--- src/logic/mup_pkg.sv ---
package mup_pkg;

  // relative port numbers inside the eight-port block
  localparam logic [2:0] PORT_CHAN_DATA   = 3'h0;
  localparam logic [2:0] PORT_CHAN_STATUS = 3'h1;
  localparam logic [2:0] PORT_MODE_PDATA  = 3'h2;
  localparam logic [2:0] PORT_CMD_PSTAT   = 3'h3;
  localparam logic [2:0] PORT_TX_IRQ      = 3'h4;
  localparam logic [2:0] PORT_RX_IRQ      = 3'h5;
  localparam logic [2:0] PORT_UNUSED      = 3'h6;
  localparam logic [2:0] PORT_USER_SEL    = 3'h7;

  // address layout: base in bits 7:3, relative port in bits 2:0
  localparam int ADDR_W      = 8;
  localparam int BASE_LSB    = 3;
  localparam int BASE_W      = 5;
  localparam int DATA_W      = 8;
  localparam int NIB_W       = 4;

  // user select register fields
  localparam int USEL_W      = 5;
  localparam int USEL_REL_LSB = 0;
  localparam int USEL_UL_BIT  = 2;
  localparam int USEL_BS_LSB  = 3;

  localparam logic [USEL_W-1:0] USEL_RESET = 5'h00;
  localparam logic [NIB_W-1:0]  MASK_RESET = 4'h0;
  localparam logic [DATA_W-1:0] DATA_ZERO  = 8'h00;

  // physical channel numbers
  localparam logic [1:0] CH_PARALLEL = 2'h0;
  localparam logic [1:0] CH_SWAPPED  = 2'h2;

  // one bus wait state, in ns, and the core clock rate
  localparam int T_WAIT_STATE_NS = 100;
  localparam int CORE_CLK_MHZ    = 200;
  localparam int WAIT_CYC = (T_WAIT_STATE_NS * CORE_CLK_MHZ + 999) / 1000;
  localparam int WCNT_W   = 8;

  typedef enum logic [2:0] {
    ST_IDLE = 3'b001,
    ST_WAIT = 3'b010,
    ST_HOLD = 3'b100
  } mup_state_type;

endpackage

--- src/logic/mup_sync.sv ---
`timescale 1ns/1ps
`default_nettype none
module mup_sync
#(
  parameter int WIDTH = 1
)
(
  input  wire logic             core_clk_i,
  input  wire logic             rst_n_i,
  input  wire logic [WIDTH-1:0] async_i,
  output logic      [WIDTH-1:0] sync_o
);

  logic [WIDTH-1:0] s1_ff;
  logic [WIDTH-1:0] s2_ff;
  logic [WIDTH-1:0] s3_ff;

  initial
  begin
    if (WIDTH < 1)
      $error("mup_sync: WIDTH must be at least 1");
  end

  always_ff @(posedge core_clk_i)
  begin
    if (!rst_n_i)
    begin
      s1_ff <= '0;
      s2_ff <= '0;
      s3_ff <= '0;
    end
    else
    begin
      s1_ff <= async_i;
      s2_ff <= s1_ff;
      s3_ff <= s2_ff;
    end
  end

  // a bit only moves once stages two and three agree
  always_ff @(posedge core_clk_i)
  begin
    if (!rst_n_i)
      sync_o <= '0;
    else
    begin
      for (int i = 0; i < WIDTH; i++)
      begin
        if (s2_ff[i] == s3_ff[i])
          sync_o[i] <= s3_ff[i];
      end
    end
  end

endmodule
`default_nettype wire

--- src/logic/mup_port_decoder.sv ---
// What this block does
// - answers one block of eight ports
// - base is a multiple of eight
// - five switches compare address bits 7:3
// - five-bit user select picks among 32
// - selected user's registers mapped into ports
// - group of eight reaches interrupt registers
// - port 0 is data, also switch data
// - port 1 status read, sync/control write
// - port 2 mode or parallel data
// - port 3 command or parallel status
// - port 4 transmit status / mask
// - port 5 receive status / mask; 6 unused
// - eight requests, jumper-routed to lines
// - interrupt lines driven open collector
// - masks gate requests, status stays readable
// - jumpers insert one, two, three waits
// - swap puts parallel at relative 0 or 2
// - user select is write-only port 7
// - ports 0-5 respond only when select bits match switches
// - no waits on select or interrupt ports
`timescale 1ns/1ps
`default_nettype none
module mup_port_decoder
  import mup_pkg::*;
#(
  parameter int NUM_USERS = 4,
  parameter int NUM_LINES = 8
)
(
  input  wire logic                       core_clk_i,
  input  wire logic                       rst_n_i,
  input  wire logic [ADDR_W-1:0]          bus_addr_i,
  input  wire logic [DATA_W-1:0]          bus_wdata_i,
  input  wire logic                       bus_rd_i,
  input  wire logic                       bus_wr_i,
  input  wire logic [BASE_W-1:0]          base_switch_i,
  input  wire logic                       board_select_low_switch_i,
  input  wire logic                       board_select_high_switch_i,
  input  wire logic                       upper_lower_switch_i,
  input  wire logic                       board_disable_switch_i,
  input  wire logic                       one_wait_jumper_i,
  input  wire logic                       two_wait_jumper_i,
  input  wire logic                       three_wait_jumper_i,
  input  wire logic                       channel_swap_jumper_i,
  input  wire logic [DATA_W-1:0]          config_switch_i,
  input  wire logic [2*NUM_USERS*NUM_LINES-1:0] irq_route_i,
  input  wire logic [NUM_USERS-1:0]       tx_req_i,
  input  wire logic [NUM_USERS-1:0]       rx_req_i,
  input  wire logic [DATA_W-1:0]          chan_rdata_i,
  output logic      [DATA_W-1:0]          bus_rdata_o,
  output logic      [1:0]                 bus_rdata_oe_o,
  output logic                            bus_rdy_o,
  output logic                            bus_rdy_oe_o,
  output logic      [NUM_LINES-1:0]       vi_o,
  output logic      [NUM_LINES-1:0]       vi_oe_o,
  output logic      [NUM_USERS-1:0]       chan_sel_o,
  output logic      [1:0]                 chan_reg_o,
  output logic                            chan_rd_o,
  output logic                            chan_wr_o,
  output logic      [DATA_W-1:0]          chan_wdata_o,
  output logic      [USEL_W-1:0]          user_select_o
);

  localparam int NREQ   = 2 * NUM_USERS;
  localparam int ROUTE_W = NREQ * NUM_LINES;
  localparam int SYNC_W = ADDR_W + DATA_W + 2 + BASE_W + 4 + 3 + 1 + DATA_W + ROUTE_W;

  initial
  begin
    if (NUM_USERS != NIB_W)
      $error("mup_port_decoder: NUM_USERS must equal the status nibble width");
    if (NUM_LINES < 1)
      $error("mup_port_decoder: NUM_LINES must be at least 1");
    if (3 * WAIT_CYC >= (1 << WCNT_W))
      $error("mup_port_decoder: wait count does not fit the counter");
  end

  // every pin-side input passes the three-flop filter
  logic [SYNC_W-1:0] sync_q;
  logic [ADDR_W-1:0] addr_s;
  logic [DATA_W-1:0] wdata_s;
  logic              rd_s;
  logic              wr_s;
  logic [BASE_W-1:0] base_s;
  logic              bs_lo_s;
  logic              bs_hi_s;
  logic              ul_s;
  logic              dis_s;
  logic              w1_s;
  logic              w2_s;
  logic              w3_s;
  logic              swap_s;
  logic [DATA_W-1:0] cfg_s;
  logic [ROUTE_W-1:0] route_s;

  mup_sync #(.WIDTH(SYNC_W)) u_sync (
    .core_clk_i (core_clk_i),
    .rst_n_i    (rst_n_i),
    .async_i    ({bus_addr_i, bus_wdata_i, bus_rd_i, bus_wr_i, base_switch_i,
                  board_select_low_switch_i, board_select_high_switch_i,
                  upper_lower_switch_i, board_disable_switch_i,
                  one_wait_jumper_i, two_wait_jumper_i, three_wait_jumper_i,
                  channel_swap_jumper_i, config_switch_i, irq_route_i}),
    .sync_o     (sync_q)
  );

  assign {addr_s, wdata_s, rd_s, wr_s, base_s, bs_lo_s, bs_hi_s, ul_s, dis_s,
          w1_s, w2_s, w3_s, swap_s, cfg_s, route_s} = sync_q;

  mup_state_type      state_ff;
  logic               strobe_prev_ff;
  logic [USEL_W-1:0]  usel_ff;
  logic [NIB_W-1:0]   tx_mask_ff;
  logic [NIB_W-1:0]   rx_mask_ff;
  logic [WCNT_W-1:0]  wcnt_ff;
  logic               cap_rd_ff;
  logic               cap_sw_ff;

  // decode of the access now starting
  logic              strobe_rise;
  logic              block_hit;
  logic [2:0]        rel_port;
  logic              board_hit;
  logic              group_hit;
  logic [1:0]        rel_user;
  logic [1:0]        phys_chan;
  logic              chan_access;
  logic              irq_access;
  logic              sel_access;
  logic [WCNT_W-1:0] wait_total;
  logic [NIB_W-1:0]  status_nib;
  logic [DATA_W-1:0] nib_placed;
  logic [1:0]        nib_oe;

  assign strobe_rise = (rd_s | wr_s) & ~strobe_prev_ff;
  assign rel_port    = addr_s[BASE_LSB-1:0];
  assign block_hit   = ~dis_s && (addr_s[ADDR_W-1:BASE_LSB] == base_s);
  assign board_hit   = (usel_ff[USEL_W-1:USEL_BS_LSB] == {bs_hi_s, bs_lo_s}) &&
                       (usel_ff[USEL_UL_BIT] == ul_s);
  assign group_hit   = (usel_ff[USEL_W-1:USEL_BS_LSB] == {bs_hi_s, bs_lo_s});
  assign rel_user    = usel_ff[USEL_REL_LSB+1:USEL_REL_LSB];
  // swap exchanges relative users 0 and 2
  assign phys_chan   = (swap_s && (rel_user == CH_PARALLEL)) ? CH_SWAPPED :
                       (swap_s && (rel_user == CH_SWAPPED))  ? CH_PARALLEL : rel_user;
  assign chan_access = board_hit && (rel_port <= PORT_CMD_PSTAT);
  assign irq_access  = group_hit && ((rel_port == PORT_TX_IRQ) || (rel_port == PORT_RX_IRQ));
  assign sel_access  = wr_s && (rel_port == PORT_USER_SEL);

  // jumpers give 1, 2 or 3 bus wait states; highest fitted wins
  always_comb
  begin
    if (w3_s)
      wait_total = WCNT_W'(3 * WAIT_CYC);
    else if (w2_s)
      wait_total = WCNT_W'(2 * WAIT_CYC);
    else if (w1_s)
      wait_total = WCNT_W'(WAIT_CYC);
    else
      wait_total = '0;
  end

  // pending status per relative user, swap applied, never masked
  always_comb
  begin
    status_nib = '0;
    for (int u = 0; u < NUM_USERS; u++)
    begin
      if (rel_port == PORT_TX_IRQ)
        status_nib[u] = tx_req_i[u];
      else
        status_nib[u] = rx_req_i[u];
    end
    if (swap_s)
      {status_nib[CH_PARALLEL], status_nib[CH_SWAPPED]} =
        {status_nib[CH_SWAPPED], status_nib[CH_PARALLEL]};
  end

  // upper-half board answers on D7-D4, lower-half on D3-D0
  assign nib_placed = ul_s ? {status_nib, 4'h0} : {4'h0, status_nib};
  assign nib_oe     = ul_s ? 2'b10 : 2'b01;

  always_ff @(posedge core_clk_i)
  begin
    if (!rst_n_i)
      strobe_prev_ff <= 1'b0;
    else
      strobe_prev_ff <= rd_s | wr_s;
  end

  // access sequencer; the host strobe level ends each access
  always_ff @(posedge core_clk_i)
  begin
    if (!rst_n_i)
    begin
      state_ff  <= ST_IDLE;
      wcnt_ff   <= '0;
      cap_rd_ff <= 1'b0;
      cap_sw_ff <= 1'b0;
    end
    else
    begin
      case (state_ff)
        ST_IDLE:
        begin
          if (strobe_rise && block_hit)
          begin
            if (chan_access)
            begin
              state_ff  <= ST_WAIT;
              wcnt_ff   <= wait_total;
              cap_rd_ff <= rd_s;
              cap_sw_ff <= rd_s && (rel_port == PORT_CHAN_DATA) &&
                           (phys_chan == CH_PARALLEL);
            end
            else
              state_ff <= ST_HOLD;
          end
        end
        ST_WAIT:
        begin
          if (wcnt_ff == '0)
            state_ff <= ST_HOLD;
          else
            wcnt_ff <= wcnt_ff - WCNT_W'(1);
        end
        ST_HOLD:
        begin
          if (!rd_s && !wr_s)
          begin
            state_ff  <= ST_IDLE;
            cap_rd_ff <= 1'b0;
            cap_sw_ff <= 1'b0;
          end
        end
        default:
          state_ff <= ST_IDLE;
      endcase
    end
  end

  always_ff @(posedge core_clk_i)
  begin
    if (!rst_n_i)
      usel_ff <= USEL_RESET;
    else if ((state_ff == ST_IDLE) && strobe_rise && block_hit && sel_access)
      usel_ff <= wdata_s[USEL_W-1:0];
  end

  // masks: a set bit lets that request through
  always_ff @(posedge core_clk_i)
  begin
    if (!rst_n_i)
    begin
      tx_mask_ff <= MASK_RESET;
      rx_mask_ff <= MASK_RESET;
    end
    else if ((state_ff == ST_IDLE) && strobe_rise && block_hit && irq_access && wr_s)
    begin
      if (rel_port == PORT_TX_IRQ)
        tx_mask_ff <= ul_s ? wdata_s[DATA_W-1:NIB_W] : wdata_s[NIB_W-1:0];
      else
        rx_mask_ff <= ul_s ? wdata_s[DATA_W-1:NIB_W] : wdata_s[NIB_W-1:0];
    end
  end

  // channel strobes: one-cycle pulse at the start of a matched access
  always_ff @(posedge core_clk_i)
  begin
    if (!rst_n_i)
    begin
      chan_rd_o    <= 1'b0;
      chan_wr_o    <= 1'b0;
      chan_sel_o   <= '0;
      chan_reg_o   <= '0;
      chan_wdata_o <= DATA_ZERO;
    end
    else
    begin
      chan_rd_o <= 1'b0;
      chan_wr_o <= 1'b0;
      if ((state_ff == ST_IDLE) && strobe_rise && block_hit && chan_access)
      begin
        chan_rd_o    <= rd_s;
        chan_wr_o    <= wr_s;
        chan_sel_o   <= NUM_USERS'(1) << phys_chan;
        chan_reg_o   <= rel_port[1:0];
        chan_wdata_o <= wdata_s;
      end
    end
  end

  // read data is held until the host drops its strobe
  always_ff @(posedge core_clk_i)
  begin
    if (!rst_n_i)
    begin
      bus_rdata_o    <= DATA_ZERO;
      bus_rdata_oe_o <= 2'b00;
    end
    else if ((state_ff == ST_IDLE) && strobe_rise && block_hit && irq_access && rd_s)
    begin
      bus_rdata_o    <= nib_placed;
      bus_rdata_oe_o <= nib_oe;
    end
    else if ((state_ff == ST_WAIT) && (wcnt_ff == '0) && cap_rd_ff)
    begin
      bus_rdata_o    <= cap_sw_ff ? cfg_s : chan_rdata_i;
      bus_rdata_oe_o <= 2'b11;
    end
    else if ((state_ff == ST_HOLD) && !rd_s && !wr_s)
    begin
      bus_rdata_o    <= DATA_ZERO;
      bus_rdata_oe_o <= 2'b00;
    end
  end

  // ready is pulled low only while configured waits are counted
  always_ff @(posedge core_clk_i)
  begin
    if (!rst_n_i)
    begin
      bus_rdy_o    <= 1'b0;
      bus_rdy_oe_o <= 1'b0;
    end
    else
    begin
      bus_rdy_o <= 1'b0;
      if ((state_ff == ST_IDLE) && strobe_rise && block_hit && chan_access)
        bus_rdy_oe_o <= (wait_total != '0);
      else if ((state_ff == ST_WAIT) && (wcnt_ff <= WCNT_W'(1)))
        bus_rdy_oe_o <= 1'b0;
    end
  end

  // open-collector vectored lines: only ever pulled low
  logic [NREQ-1:0]      req_gated;
  logic [NUM_LINES-1:0] line_pull;

  assign req_gated = {rx_req_i & rx_mask_ff, tx_req_i & tx_mask_ff};

  always_comb
  begin
    line_pull = '0;
    for (int k = 0; k < NREQ; k++)
    begin
      for (int j = 0; j < NUM_LINES; j++)
      begin
        if (req_gated[k] && route_s[k*NUM_LINES+j])
          line_pull[j] = 1'b1;
      end
    end
  end

  always_ff @(posedge core_clk_i)
  begin
    if (!rst_n_i)
    begin
      vi_o    <= '0;
      vi_oe_o <= '0;
    end
    else
    begin
      vi_o    <= '0;
      vi_oe_o <= line_pull;
    end
  end

  always_ff @(posedge core_clk_i)
  begin
    if (!rst_n_i)
      user_select_o <= USEL_RESET;
    else
      user_select_o <= usel_ff;
  end

endmodule
`default_nettype wire

--- config.mk ---
export PLATFORM = sky130hd
export DESIGN_NAME = mup_port_decoder
export DESIGN_NICKNAME = d
export VERILOG_FILES = /design/src/logic/mup_pkg.sv /design/src/logic/mup_sync.sv /design/src/logic/mup_port_decoder.sv
export SDC_FILE = /design/constraint.sdc
export NUM_CORES = 1
export LEC_CHECK = 0
export BUFFER_PORTS_ARGS = -buffer_cell sky130_fd_sc_hd__buf_2
export CORE_UTILIZATION = 55
export DETAILED_ROUTE_END_ITERATION = 12
export PLACE_DENSITY_LB_ADDON = 0.25
export SKIP_CTS_REPAIR_TIMING = 1
export SLEW_MARGIN = 20
export SYNTH_ARGS = -nofsm -noshare
export SYNTH_HDL_FRONTEND = slang
export SYNTH_SLANG_ARGS = --single-unit
export TNS_END_PERCENT = 10
--- constraint.sdc ---
create_clock -name core_clk_i -period 3.85 [get_ports core_clk_i]
set_input_delay 0 -clock core_clk_i [delete_from_list [all_inputs] [get_ports core_clk_i]]
set_output_delay 0 -clock core_clk_i [all_outputs]
set_load 0.02 [all_outputs]
After elaboration in Yosys (flattened, before gate mapping)
Index checks and enable logic that the tools add are counted.
{"block": "word_totals", "elab_cells": 461, "out_inout_bits": 49, "inputBits": 121, "ff_bits": 479}
{"block": "op_classes", "muxes": 103, "add_sub_neg": 1, "shift": 1, "n_eq_ne": 118, "order_cmp": 2, "n_reduce_logical": 105, "bitwise": 7}
{"operator": "1-bit equality test", "n": 104}
{"operator": "1-bit logical AND", "n": 87}
{"operator": "1-bit two-way mux", "n": 77}
{"operator": "8-bit two-way mux", "n": 8}
{"operator": "8-bit case mux with 2 select lines", "n": 1}
{"operator": "3-bit equality test (second input constant)", "n": 4}
{"operator": "2-bit two-way mux", "n": 6}
{"operator": "3-bit two-way mux", "n": 4}
{"operator": "6-bit two-way mux", "n": 2}
{"operator": "3-bit case mux with 3 select lines", "n": 1}
{"operator": "4-bit bitwise AND", "n": 2}
{"operator": "8-bit by 1-bit less-or-equal comparator with 1-bit output (second input constant)", "n": 1}
{"operator": "8-bit zero test", "n": 1}
{"operator": "2-bit inequality test (second input constant)", "n": 4}
{"operator": "4-bit AND reduction", "n": 2}
{"operator": "8-bit nonzero test", "n": 1}
{"operator": "8-bit by 1-bit subtractor with 8-bit output (second input constant)", "n": 1}
{"operator": "2-bit AND reduction", "n": 3}
{"operator": "2-bit nonzero test", "n": 3}
{"operator": "5-bit equality test", "n": 1}
{"operator": "5-bit two-way mux", "n": 1}
{"operator": "2-bit zero test", "n": 2}
{"operator": "4-bit two-way mux", "n": 1}
{"operator": "1-bit case mux with 2 select lines", "n": 2}
{"operator": "15 further kinds", "n": 18}

Longest topological paths before layout
Gate-level depths: netlist (run 1).
{"block": "logic_depth", "depth_word": 10, "mapped_depth": 9, "ltp_nobuf": 7}

By module
A second synthesis (run 1) with hierarchy kept.
{"block": "unflattened", "cells_unflattened": 1470, "hier_area_um2": 15616.2}
{"mod": "mup_sync", "seq_area_each_um2": 8247.9, "cells_per_inst": 1075, "n_inst": 1, "area_per_inst_um2": 12087.8}
{"mod": "mup_port_decoder", "seq_area_each_um2": 1341.3, "cells_per_inst": 395, "n_inst": 1, "area_per_inst_um2": 3528.4}

Least setup slack after synthesis (run 1)
OpenSTA, ideal clock, no wires.
{"block": "synth_path", "path_kind": "register to register", "from": "reg wcnt_ff[0]", "to": "reg bus_rdata_o[0]", "path_buffers": 2, "setup_ps": 70, "slack_ps": 1877, "t_arrival_ps": 1903, "required_time_ps": 3780, "path_stages_with_launch": 10, "synth_period_minus_slack_ps": 1973, "path_cell_list": "dfxtp_1 > inv_1 > ha_1 > clkbuf_1 > and2_1 > nand4_1 > nand2_1 > buf_2 > or2_2 > a21oi_1"}
{"block": "synth_via", "elab_chain_len": 5, "elab_cells_between_ends": 6, "cone_classes": "2 x mux; 4 x reduce/logical"}
{"element": "start, declared", "line": "mup_port_decoder.sv:116", "rtl": "logic [WCNT_W-1:0] wcnt_ff;"}
{"element": "start signal, assigned", "line": "mup_port_decoder.sv:211", "rtl": "wcnt_ff <= wait_total;"}
{"element": "start signal, assigned", "line": "mup_port_decoder.sv:225", "rtl": "wcnt_ff <= wcnt_ff - WCNT_W'(1);"}
{"element": "8-bit zero test (*)", "line": "mup_port_decoder.sv:306", "rtl": "else if ((state_ff == ST_WAIT) && (wcnt_ff == '0) && cap_rd_ff)"}
{"element": "1-bit logical AND (*) (2 in series)", "line": "mup_port_decoder.sv:306"}
{"element": "8-bit two-way mux", "line": "mup_port_decoder.sv:306"}
{"element": "8-bit two-way mux", "line": "mup_port_decoder.sv:301", "rtl": "else if ((state_ff == ST_IDLE) && strobe_rise && block_hit && irq_access && rd_s)"}
{"element": "end signal, assigned", "line": "mup_port_decoder.sv:303", "rtl": "bus_rdata_o <= nib_placed;"}
{"element": "end signal, assigned", "line": "mup_port_decoder.sv:308", "rtl": "bus_rdata_o <= cap_sw_ff ? cfg_s : chan_rdata_i;"}
{"element": "end, declared", "line": "mup_port_decoder.sv:51", "rtl": "output logic [DATA_W-1:0] bus_rdata_o,"}
Every way passes the cells marked *; elsewhere a longest branch is shown, timed or not.
A chain may end at the register's enable or synchronous reset.

Final worst setup path (run 1)
{"block": "layout_path", "from": "reg u_sync.sync_o[97]", "to": "reg bus_rdata_o[5]"}
{"block": "layout_via", "elab_chain_len": 6, "elab_cells_between_ends": 10, "cone_classes": "2 x eq/ne; 3 x mux; 5 x reduce/logical"}
{"element": "start, declared", "line": "mup_sync.sv:11", "rtl": "output logic [WIDTH-1:0] sync_o"}
{"element": "start signal, assigned by index", "line": "mup_sync.sv:50", "rtl": "sync_o[i] <= s3_ff[i];"}
{"element": "3-bit equality test, on equally long branches", "line": "mup_port_decoder.sv:147, mup_port_decoder.sv:169"}
{"element": "1-bit logical OR", "line": "mup_port_decoder.sv:147", "rtl": "assign irq_access = group_hit && ((rel_port == PORT_TX_IRQ) || (rel_port == PORT_RX_IRQ));"}
{"element": "1-bit logical AND", "line": "mup_port_decoder.sv:147"}
{"element": "1-bit logical AND (2 in series)", "line": "mup_port_decoder.sv:301"}
{"element": "3-bit nonzero test (no line) or 8-bit two-way mux (tied branches)"}
Several ways; a longest one is shown, not always the timed one.

==> metrics.md, run 1 <==
| Metric | Value |
|---|---|
| Outcome | complete, but fails checks |
| Failing checks | hold timing |
| Power per Cell Area | 555 nW/um2 |
| Later-pin clock latency in the skew report | 550 ps |
| Via count | between 10000 and 15000 |
| Grt peak-use layer | met2 |
| Total grt overflow | 0 |
| CP Data Arrival Time | 2990 ps |
| Top-Level Pins | 170 |
| Hold WS | -45.1 ps |
| Sw Ratio | 21.3% |
| Final Setup Violations | 0 |
| Async SR Flop Fraction | 0% |
| Hpwl dp | ~20000 um |
| Met2 Use GR | 33.6% |
| FF+latch count, synth | 479 |
| Post-Route WL | 34200 um |
| Seq/Total Area, Yosys | between 60% and 70% |
| # Max-Cap Violations | 0 |
| CP Class | reg -> reg |
| First-pass GRT wire length | 49500 um |
| Gr usage total | 21.7% |
| Root buf cell | clkbuf_16 |
| Cells after synthesis | 1497 |
| Internal Dissipation | 8.50 mW |
| Final Skew | 20.6 ps |
| First-pass detailed-route iteration total | 5 |
| Layout cells sized above 1 | between 10 and 15% |
| DP Area | 16400 um2 |
| FP Rows | 60 |
| Largest net degree at the start of global routing | approximately 270 |
| Overall Power | 10.8 mW |
| Minimum clock period | around 2600 ps |
| Syn. warnings | 0 |
| Sw Pwr | between 2 and 2.5 mW |
| Initial core utilization | 56.6% |
| Actual slew at the worst max-slew pin | 948 ps |
| Post-synth EDFFs | 0 |
| Die area | about 29000 um2 |
| CP startpoint kind | flip-flop |
| CTS clk-pin slew, worst paths | 60 ps |
| GR Util met3 | between 4 and 5% |
| Crit path buffers/inverters | 1 |
| Antenna cells | 0 |
| Post-synth cell types | 57 |
| Synth Flop Type | dfxtp_1 |
| CP endpoint kind | flip-flop |
| Initial antenna violation count | 0 |
| Met1 usage | 30.9% |
| Leakage power | 7.76 nW |
| Critical Path, Cell by Cell | nor3b_2 > mux2i_1 > o22ai_1 > dlygate4sd3_1 > o21a_1 |
| Peak VDD IR | 0.000356 V |
| CP required | about 4300 ps |
| Comb power frac | 6.5% |
| Vias/cell | between 5 and 6 |
| Routed Antenna Nets | 0 |
| Mapped Area | 15400 um2 |
| Vias in the first global route | 9730 |
| I/O Buffers | 160 |
| HP Class | in -> reg |
| Clk buf depth | 3 |
| Die W | 169 um |
| CP delay by family, top | simple AND/OR/NAND/NOR gates |
| Critical Path Fanout Max | 8 |
| Drt initial violations | 827 |
| Rel. slew slack | around 37% |
| Area added between synthesis and finish | 26.3% |
| GPL Wtd Cong | 0.851 |
| RSZ-0062 raised after global routing | false |
| Reg2reg setup slack | roughly 1300 ps |
| Sequential power share | 48.2% |
| Filler cell count | ~1900 |
| CP max stage cell | nor3b_2 |
| Routed len/inst | 15.7 um |
| CTS Buf Count | 46 |
| Final hold vios | 1 |
| Number of clock sinks | 479 |
| DRC viols | 0 |
| Die height | around 170 um |
| Nets | 1892 |
| Syn avg cell area | 10.3 um2 |
| Clock power share | 45.3% |
| Core Footprint | ~27000 um2 |
| Achievable frequency | 391 MHz |
| CTS tree | yes |
| Finished layout cell area | 19500 um2 |
| Final setup TNS | 0 ps |
| Pins Over Slew Limit | 0 |
| Tcrit/Tclk final | 66.4% |
| CP peak stage delay | 670 ps |
| Htree depth | 2 |
final cells by class:
| class | count | area [um2] | share of cell area [%] |
|---|---|---|---|
| clock buffer | 65 | 1370 | 7.05 |
| clock inverter | 21 | 329 | 1.69 |
| inverter | 7 | 28.8 | 0.148 |
| multi-input combinational | 933 | 5460 | 28.0 |
| sequential | 479 | 9590 | 49.2 |
| tap | 372 | 465 | 2.39 |
| timing repair buffer | 302 | 2230 | 11.5 |
final timing paths:
kind	startpoint	endpoint	cells after the start
min	chan_rdata_i[6]	bus_rdata_o[6]$_SDFFE_PN0P_	5
max	u_sync.sync_o[97]$_SDFFE_PN0N_	bus_rdata_o[5]$_SDFFE_PN0P_	5
max reg2reg	u_sync.sync_o[97]$_SDFFE_PN0N_	bus_rdata_o[5]$_SDFFE_PN0P_	5
min reg2reg	u_sync.s1_ff[56]$_SDFF_PN0_	u_sync.s2_ff[56]$_SDFF_PN0_	1
cells in the mapped netlist, drive strengths merged, types with 2 or more instances:
cell	count	area share, %
ha	2	0.16
and2	325	13
or2	2	0.081
nand3b	3	0.15
nand2	154	3.7
o22ai	5	0.20
clkbuf	68	1.7
nor3	6	0.19
mux2i	30	1.9
nand3	6	0.19
o31ai	5	0.24
inv	7	0.17
or3	5	0.20
nor2	29	0.71
a41oi	8	0.45
a22oi	32	1.6
o31a	3	0.17
dfxtp	479	62
nor4	11	0.78
nor2b	3	0.12
xnor2	9	0.51
mux2	5	0.36
o21a	3	0.15
buf	18	0.79
o311ai	3	0.17
a31oi	7	0.38
nand4	6	0.32
o21ai	110	3.6
nand2b	2	0.081
nor3b	10	0.62
a21oi	127	4.1
and4	2	0.11
power by group through the flow:
| stage | registers (mW) | clock network, mW | logic (mW) |
|---|---|---|---|
| floorplan | 5.29 | 0 | 0.456 |
| global placement | 5.31 | 0 | 0.576 |
| detailed placement | 5.32 | 0 | 0.583 |
| CTS | 5.21 | 4.96 | 0.586 |
| global route | 5.23 | 5.18 | 0.779 |
| finish | 5.21 | 4.89 | 0.704 |
flip-flops by register name (all words and copies together), names as in the netlist:
signal and flops:
rx_mask_ff 4, state_ff 3, chan_reg_o 2, u_sync.sync_o 103
bus_rdata_oe_o 2, cap_sw_ff 1, chan_rd_o 1, bus_rdy_oe_o 1
bus_rdata_o 8, chan_wr_o 1, u_sync.s3_ff 103, chan_sel_o 4
user_select_o 5, cap_rd_ff 1, u_sync.s2_ff 103, strobe_prev_ff 1
chan_wdata_o 8, vi_oe_o 8, u_sync.s1_ff 103, tx_mask_ff 4
wcnt_ff 8, usel_ff 5
tightest hold or removal path, cell delays in order:
cell and delay (ps):
buf_2 90, mux2i_1 90, nor2_1 100, a31oi_1 50, a21oi_1 130
through the flow:
step | instances | utilization (%) | setup slack, ps
finish | 2179 | 71.5 | 1290
global route | 2179 | 71.5 | 1180
CTS | 2040 | 66.4 | 1460
detailed placement | 1954 | 60.1 | 1510
global placement | 1954 | 60.1 | 1560
floorplan | 1505 | - | 1880
kinds of logic (layout without fill, tap and decap cells):
logic type      after synthesis  after routing  synth area share (%)
compound gates              307            307                  11.3
xor+xnor                      9              9                 0.511
fa+ha+maj                     2              2                 0.162
buf+inv                      93            395                  2.62
flops                       479            479                  62.2
mux                          35             35                  2.31
other cells                   1              9                0.0243
simple gates                571            571                  20.9
metal layers:
layer / wire (um) / up-vias
met4: 729 / 0
met3: 1730 / 58
met1: 15800 / 5216
li1: - / 5519
met5: 0 / -
met2: 15900 / 278
placed cells by master (no fill, tap or decap), types with 4 or more instances in the layout:
| master | count |
|---|---|
| o31ai_1 | 5 |
| dfxtp_1 | 479 |
| mux2_2 | 5 |
| dlygate4sd3_1 | 139 |
| buf_2 | 159 |
| nor2_1 | 29 |
| nand3_1 | 6 |
| mux2i_1 | 30 |
| clkbuf_8 | 13 |
| a41oi_1 | 8 |
| nand2_1 | 154 |
| clkinv_2 | 9 |
| nor4_1 | 7 |
| inv_1 | 6 |
| o21ai_0 | 109 |
| nor3b_1 | 7 |
| a31oi_1 | 6 |
| a22oi_1 | 32 |
| nor3_1 | 6 |
| bufinv_16 | 8 |
| and2_1 | 325 |
| o22ai_1 | 5 |
| nand4_1 | 4 |
| conb_1 | 9 |
| clkbuf_16 | 47 |
| xnor2_1 | 9 |
| clkbuf_1 | 5 |
| a21oi_1 | 126 |
| or3_1 | 5 |
No activity file was read; power rests on OpenSTA's default activity.
==> run 2: changes to the inputs <==
Settings changed: CORE_UTILIZATION 55 to 52.
Clock period 3.85 ns to 2.3 ns, I/O delays scaled along.
==> metrics.md, run 2 (same netlist as run 1, synthesis figures left out) <==
| Metric | Value |
|---|---|
| Root buf cell | clkbuf_16 |
| Minimum clock period | 2110 ps |
| Comb power frac | 6.5% |
| Sequential power share | 49.1% |
| CP max stage cell | or3_1 |
| Hold WS | -53.3 ps |
| GPL Wtd Cong | 0.825 |
| Die height | 174 um |
| HP Class | in -> reg |
| Reg area | 9590 um2 |
| RSZ-0062 raised after global routing | false |
| Drt initial violations | 924 |
| I/O Buffers | between 150 and 200 |
| Highest-count cells in the layout ignoring fill and taps | 479 x dfxtp_1, 325 x and2_1, 159 x buf_2 |
| Final Skew | 15.1 ps |
| Htree depth | 2 |
| CP peak stage delay | 540 ps |
| CTS clk-pin slew, worst paths | 60 ps |
| CP Class | reg -> reg |
| Via count | 10900 |
| Number of clock sinks | 479 |
| Vias/cell | between 4 and 5 |
| First-pass detailed-route iteration total | 6 |
| Commonest non-fill, non-tap cell in the layout | dfxtp_1 |
| Pins Over Slew Limit | 0 |
| Internal Dissipation | 14.0 mW |
| Sw Pwr | 3.78 mW |
| Initial antenna violation count | 0 |
| Antenna cells | 0 |
| Critical Path, Cell by Cell | xnor2_1 > nand3_1 > o21a_2 > or3_1 > o22ai_1 |
| CP delay by family, top | simple AND/OR/NAND/NOR gates |
| Routed Antenna Nets | 0 |
| DRC viols | 0 |
| Tcrit/Tclk final | 91.9% |
| CP Data Arrival Time | 2570 ps |
| Core Footprint | 28900 um2 |
| Sw Ratio | 21.3% |
| Area added between synthesis and finish | 24.7% |
| Outcome | complete, but fails checks |
| CTS Buf Count | 47 |
| Final Setup Violations | 0 |
| Final hold vios | 2 |
| Hpwl dp | around 21000 um |
| Peak VDD IR | about 0.0007 V |
| CP endpoint kind | flip-flop |
| Final setup TNS | 0 ps |
| Achievable frequency | 473 MHz |
| Filler cell count | 2224 |
| First-pass GRT wire length | 50700 um |
| Initial core utilization | 53.3% |
| Critical Path Fanout Max | 11 |
| # Max-Cap Violations | 0 |
| Die area | 30400 um2 |
| Power per Cell Area | roughly 920 nW/um2 |
| Total grt overflow | 0 |
| Largest net degree at the start of global routing | 158 |
| Clock power share | 44.3% |
| Layout cells sized above 1 | 14.8% |
| Later-pin clock latency in the skew report | about 550 ps |
| Clk buf depth | 3 |
| CP startpoint kind | flip-flop |
| CP required | 2760 ps |
| Crit path buffers/inverters | 0 |
| Rel. slew slack | 55.3% |
| Die W | 174 um |
| Vias in the first global route | around 9900 |
| Actual slew at the worst max-slew pin | 668 ps |
| Leakage power | 7.62 nW |
| Gr usage total | 20.8% |
| Routed len/inst | approximately 15 um |
| Failing checks | hold timing |
| Area of the multi-input gates | 5460 um2 |
| Top-Level Pins | 170 |
| CTS tree | yes |
| Nets | 1875 |
| Post-Route WL | 32800 um |
| FP Rows | 62 |
## run 2: cell count changes in the layout (fill, tap and decap cells not counted)
cell	change
o21a_1	-1
clkinv_2	-5
bufinv_16	-2
clkinvlp_4	-1
clkbuf_8	-6
buf_4	+9
buf_12	+2
inv_6	-1
clkinv_4	+1
dlygate4sd3_1	-29
o21a_2	+1
clkbuf_1	+12
clkbuf_16	+2
## run 2: power by group through the flow
stage	sequential (mW)	combinational, mW	clock, mW
2_1_floorplan	8.86	0.763	0
3_3_place_gp	8.89	0.986	0
3_5_place_dp	8.90	0.996	0
4_1_cts	8.72	1.00	8.03
5_1_grt	8.75	1.27	8.41
6_report	8.72	1.16	7.87
## run 2: worst register-to-register path: stages, from the launching register on
cell and delay, ps:
dfxtp_1 330, xnor2_1 280, nand3_1 300, o21a_2 370, or3_1 540, o22ai_1 220
## run 2: final timing paths
path                                                     to  cells after the start  slack (ps)                           start
worst max-delay path                wcnt_ff[5]$_SDFFE_PN0P_                      5         190  u_sync.sync_o[84]$_SDFFE_PN0N_
worst min-delay path            bus_rdata_o[2]$_SDFFE_PN0P_                      5         -50                 chan_rdata_i[2]
worst max register to register      wcnt_ff[5]$_SDFFE_PN0P_                      5         190  u_sync.sync_o[84]$_SDFFE_PN0N_
worst min register to register  u_sync.s2_ff[76]$_SDFF_PN0_                      1         430     u_sync.s1_ff[76]$_SDFF_PN0_
## run 2: metrics by stage
stage | worst slack, ps | util [%] | power [mW] | cell area [um2] | instances
3_5_place_dp | 196 | 57.1 | 9.89 | 16500 | 1977
6_report | 186 | 66.5 | 17.7 | 19200 | 2173
3_3_place_gp | 246 | 57.1 | 9.88 | 16500 | 1977
5_1_grt | 19.1 | 66.5 | 18.4 | 19200 | 2173
4_1_cts | 159 | 62.7 | 17.8 | 18100 | 2063
2_1_floorplan | 327 | - | 9.62 | 15500 | 1505
## run 2: routing by layer
| metal | GRT usage [%] | share of wire [%] | up-vias |
|---|---|---|---|
| met1 | 30.7 | 48 | 5037 |
| met3 | 3.72 | 5.8 | 53 |
| li1 | - | - | 5484 |
| met2 | 30.8 | 45 | 290 |
| met4 | 6.10 | 2.1 | 0 |
| met5 | 0 | 0 | - |
## run 2: cell type report
type	instances	share of cell area (%)
sequential	479	49.9
clock buffer	73	7.21
timing repair buffer	284	10.7
multi-input combinational	933	28.4
clock inverter	13	1.23
inverter	7	0.150
tap	384	2.50
==> run 3: changes to the inputs <==
Settings changed: CORE_ASPECT_RATIO set to 0.7.
==> metrics.md, run 3 (same netlist as run 1, synthesis figures left out) <==
| Metric | Value |
|---|---|
| CP max stage cell | nor4_4 |
| DRC viols | 0 |
| HP Class | in -> reg |
| Peak VDD IR | roughly 0.0006 V |
| Top-Level Pins | 170 |
| First-pass GRT wire length | 51900 um |
| Die height | between 100 and 150 um |
| Routed Antenna Nets | 0 |
| Reg2reg start | u_sync.sync_o[84]$_SDFFE_PN0N_ |
| Leakage power | 7.60 nW |
| Htree depth | 2 |
| CP peak stage delay | between 600 and 700 ps |
| Initial antenna violation count | 2 |
| Number of clock sinks | 479 |
| CP startpoint kind | flip-flop |
| Sequential power share | 50.3% |
| Hold WS | -15.6 ps |
| Hpwl dp | between 20000 and 25000 um |
| Sw Ratio | between 20% and 30% |
| CTS Buf Count | 43 |
| Final Util | 66.1% |
| Actual slew at the worst max-slew pin | 674 ps |
| Highest-count cells in the layout ignoring fill and taps | 479 x dfxtp_1, 325 x and2_1, 159 x buf_2 |
| Final Setup Violations | 0 |
| Via count | 10800 |
| RSZ-0062 raised after global routing | false |
| Met1 usage | 33.0% |
| Worst path depth | 6 |
| Critical Path, Cell by Cell | xnor2_1 > nand3_1 > nor4_4 > buf_4 > a31oi_1 > a21oi_1 |
| # Max-Cap Violations | 0 |
| CTS clk-pin slew, worst paths | about 70 ps |
| Gr usage total | about 22% |
| Critical Path Fanout Max | 12 |
| Commonest non-fill, non-tap cell in the layout | dfxtp_1 |
| Final hold vios | 3 |
| Die area | 30400 um2 |
| WHS Path Cells | 5 |
| CP delay by family, top | simple AND/OR/NAND/NOR gates |
| Vias/cell | between 4 and 5 |
| Root buf cell | clkbuf_16 |
| Comb power frac | 7.0% |
| Vias in the first global route | a little under 10000 |
| CTS tree | yes |
| Grt peak-use layer | met1 |
| CP startpoint | u_sync.sync_o[84]$_SDFFE_PN0N_ |
| Failing checks | hold timing |
| Core Footprint | 29000 um2 |
| Outcome | complete, but fails checks |
| GPL Wtd Cong | 0.873 |
| Die W | 208 um |
| Achievable frequency | 467 MHz |
| CP endpoint kind | flip-flop |
| Total grt overflow | 0 |
| Minimum clock period | 2140 ps |
| Clk buf depth | 3 |
| Power per Cell Area | 904 nW/um2 |
| Final setup TNS | 0 ps |
| CP Data Arrival Time | 2630 ps |
| Post-Route WL | 34900 um |
| Sw Pwr | 3.85 mW |
| Critical path endpoint | bus_rdata_o[0]$_SDFFE_PN0P_ |
| Tcrit/Tclk final | 93.2% |
| Crit path buffers/inverters | 1 |
| Internal Dissipation | 13.5 mW |
| Nets | between 1500 and 2000 |
| FP Rows | 52 |
| Area added between synthesis and finish | 24.3% |
| CP Class | reg -> reg |
| Drt initial violations | 873 |
| Rel. slew slack | 55.0% |
| GR Util met3 | about 4.6% |
| Worst R2R Path Depth | 6 |
| First-pass detailed-route iteration total | 5 |
| Clock power share | ~43% |
| Initial core utilization | 53.2% |
| Worst flop-to-flop path endpoint | bus_rdata_o[0]$_SDFFE_PN0P_ |
| Later-pin clock latency in the skew report | 560 ps |
| Reg2reg setup slack | 160 ps |
| Met2 Use GR | 30.5% |
| Routed len/inst | 16.1 um |
| I/O Buffers | 160 |
| Final Skew | 19.6 ps |
| Largest net degree at the start of global routing | between 100 and 150 |
| Layout cells sized above 1 | approximately 15% |
| CP required | 2790 ps |
| Pins Over Slew Limit | 0 |
-- run 3: worst min-delay path by stage --
| stage | endpoint | from | slack (ps) |
|---|---|---|---|
| floorplan | u_sync.s1_ff[0]$_SDFF_PN0_ | irq_route_i[0] | 130 |
| global placement | u_sync.s1_ff[74]$_SDFF_PN0_ | two_wait_jumper_i | 200 |
| detailed placement | u_sync.s1_ff[68]$_SDFF_PN0_ | config_switch_i[4] | 210 |
| CTS | u_sync.s1_ff[60]$_SDFF_PN0_ | irq_route_i[60] | -380 |
| global route | bus_rdata_o[7]$_SDFFE_PN0P_ | tx_req_i[3] | 6 |
| finish | bus_rdata_o[3]$_SDFFE_PN0P_ | chan_rdata_i[3] | -20 |
-- run 3: layout make-up --
class / count / area [um2]
clock buffers: 64 / 1280
multi-input cells: 933 / 5460
flip-flops and latches: 479 / 9590
clock inverters: 14 / 201
repair buffers: 295 / 2140
fillers: 2240 / 9840
diodes: 2 / 5.00
well taps: 378 / 473
inverters: 7 / 28.8
-- run 3: tightest hold or removal path, delay by kind of cell --
| family | cells | cell delay (ps) |
|---|---|---|
| AOI/OAI and AO/OA | 2 | 190 |
| buffers and inverters | 1 | 110 |
| and+or+nand+nor | 1 | 110 |
| muxes | 1 | 80 |
-- run 3: through the flow --
stage	total power, mW	area [um2]	hold WS (ps)	worst slack, ps	cells
final	17.3	19200	-15.6	157	2172
after global routing	18.0	19200	5.65	27.9	2172
after CTS	17.3	18000	-381	180	2056
after detailed placement	9.96	16600	208	195	1978
after global placement	9.94	16600	205	286	1978
after floorplan	9.62	15500	127	327	1505
-- run 3: layer usage --
layer	share of wire [%]	vias up	routed length [um]
met3	5.1	43	1780
met2	42	236	14800
met4	1.8	0	630
met1	51	5062	17700
met5	0	-	0
li1	-	5498	-
-- run 3: power groups by stage --
stage | Clock [mW] | Sequential (mW) | Combinational [mW]
global placement | 0 | 8.89 | 1.05
finish | 7.40 | 8.73 | 1.22
CTS | 7.55 | 8.72 | 1.06
global route | 7.93 | 8.75 | 1.34
detailed placement | 0 | 8.91 | 1.06
floorplan | 0 | 8.86 | 0.763
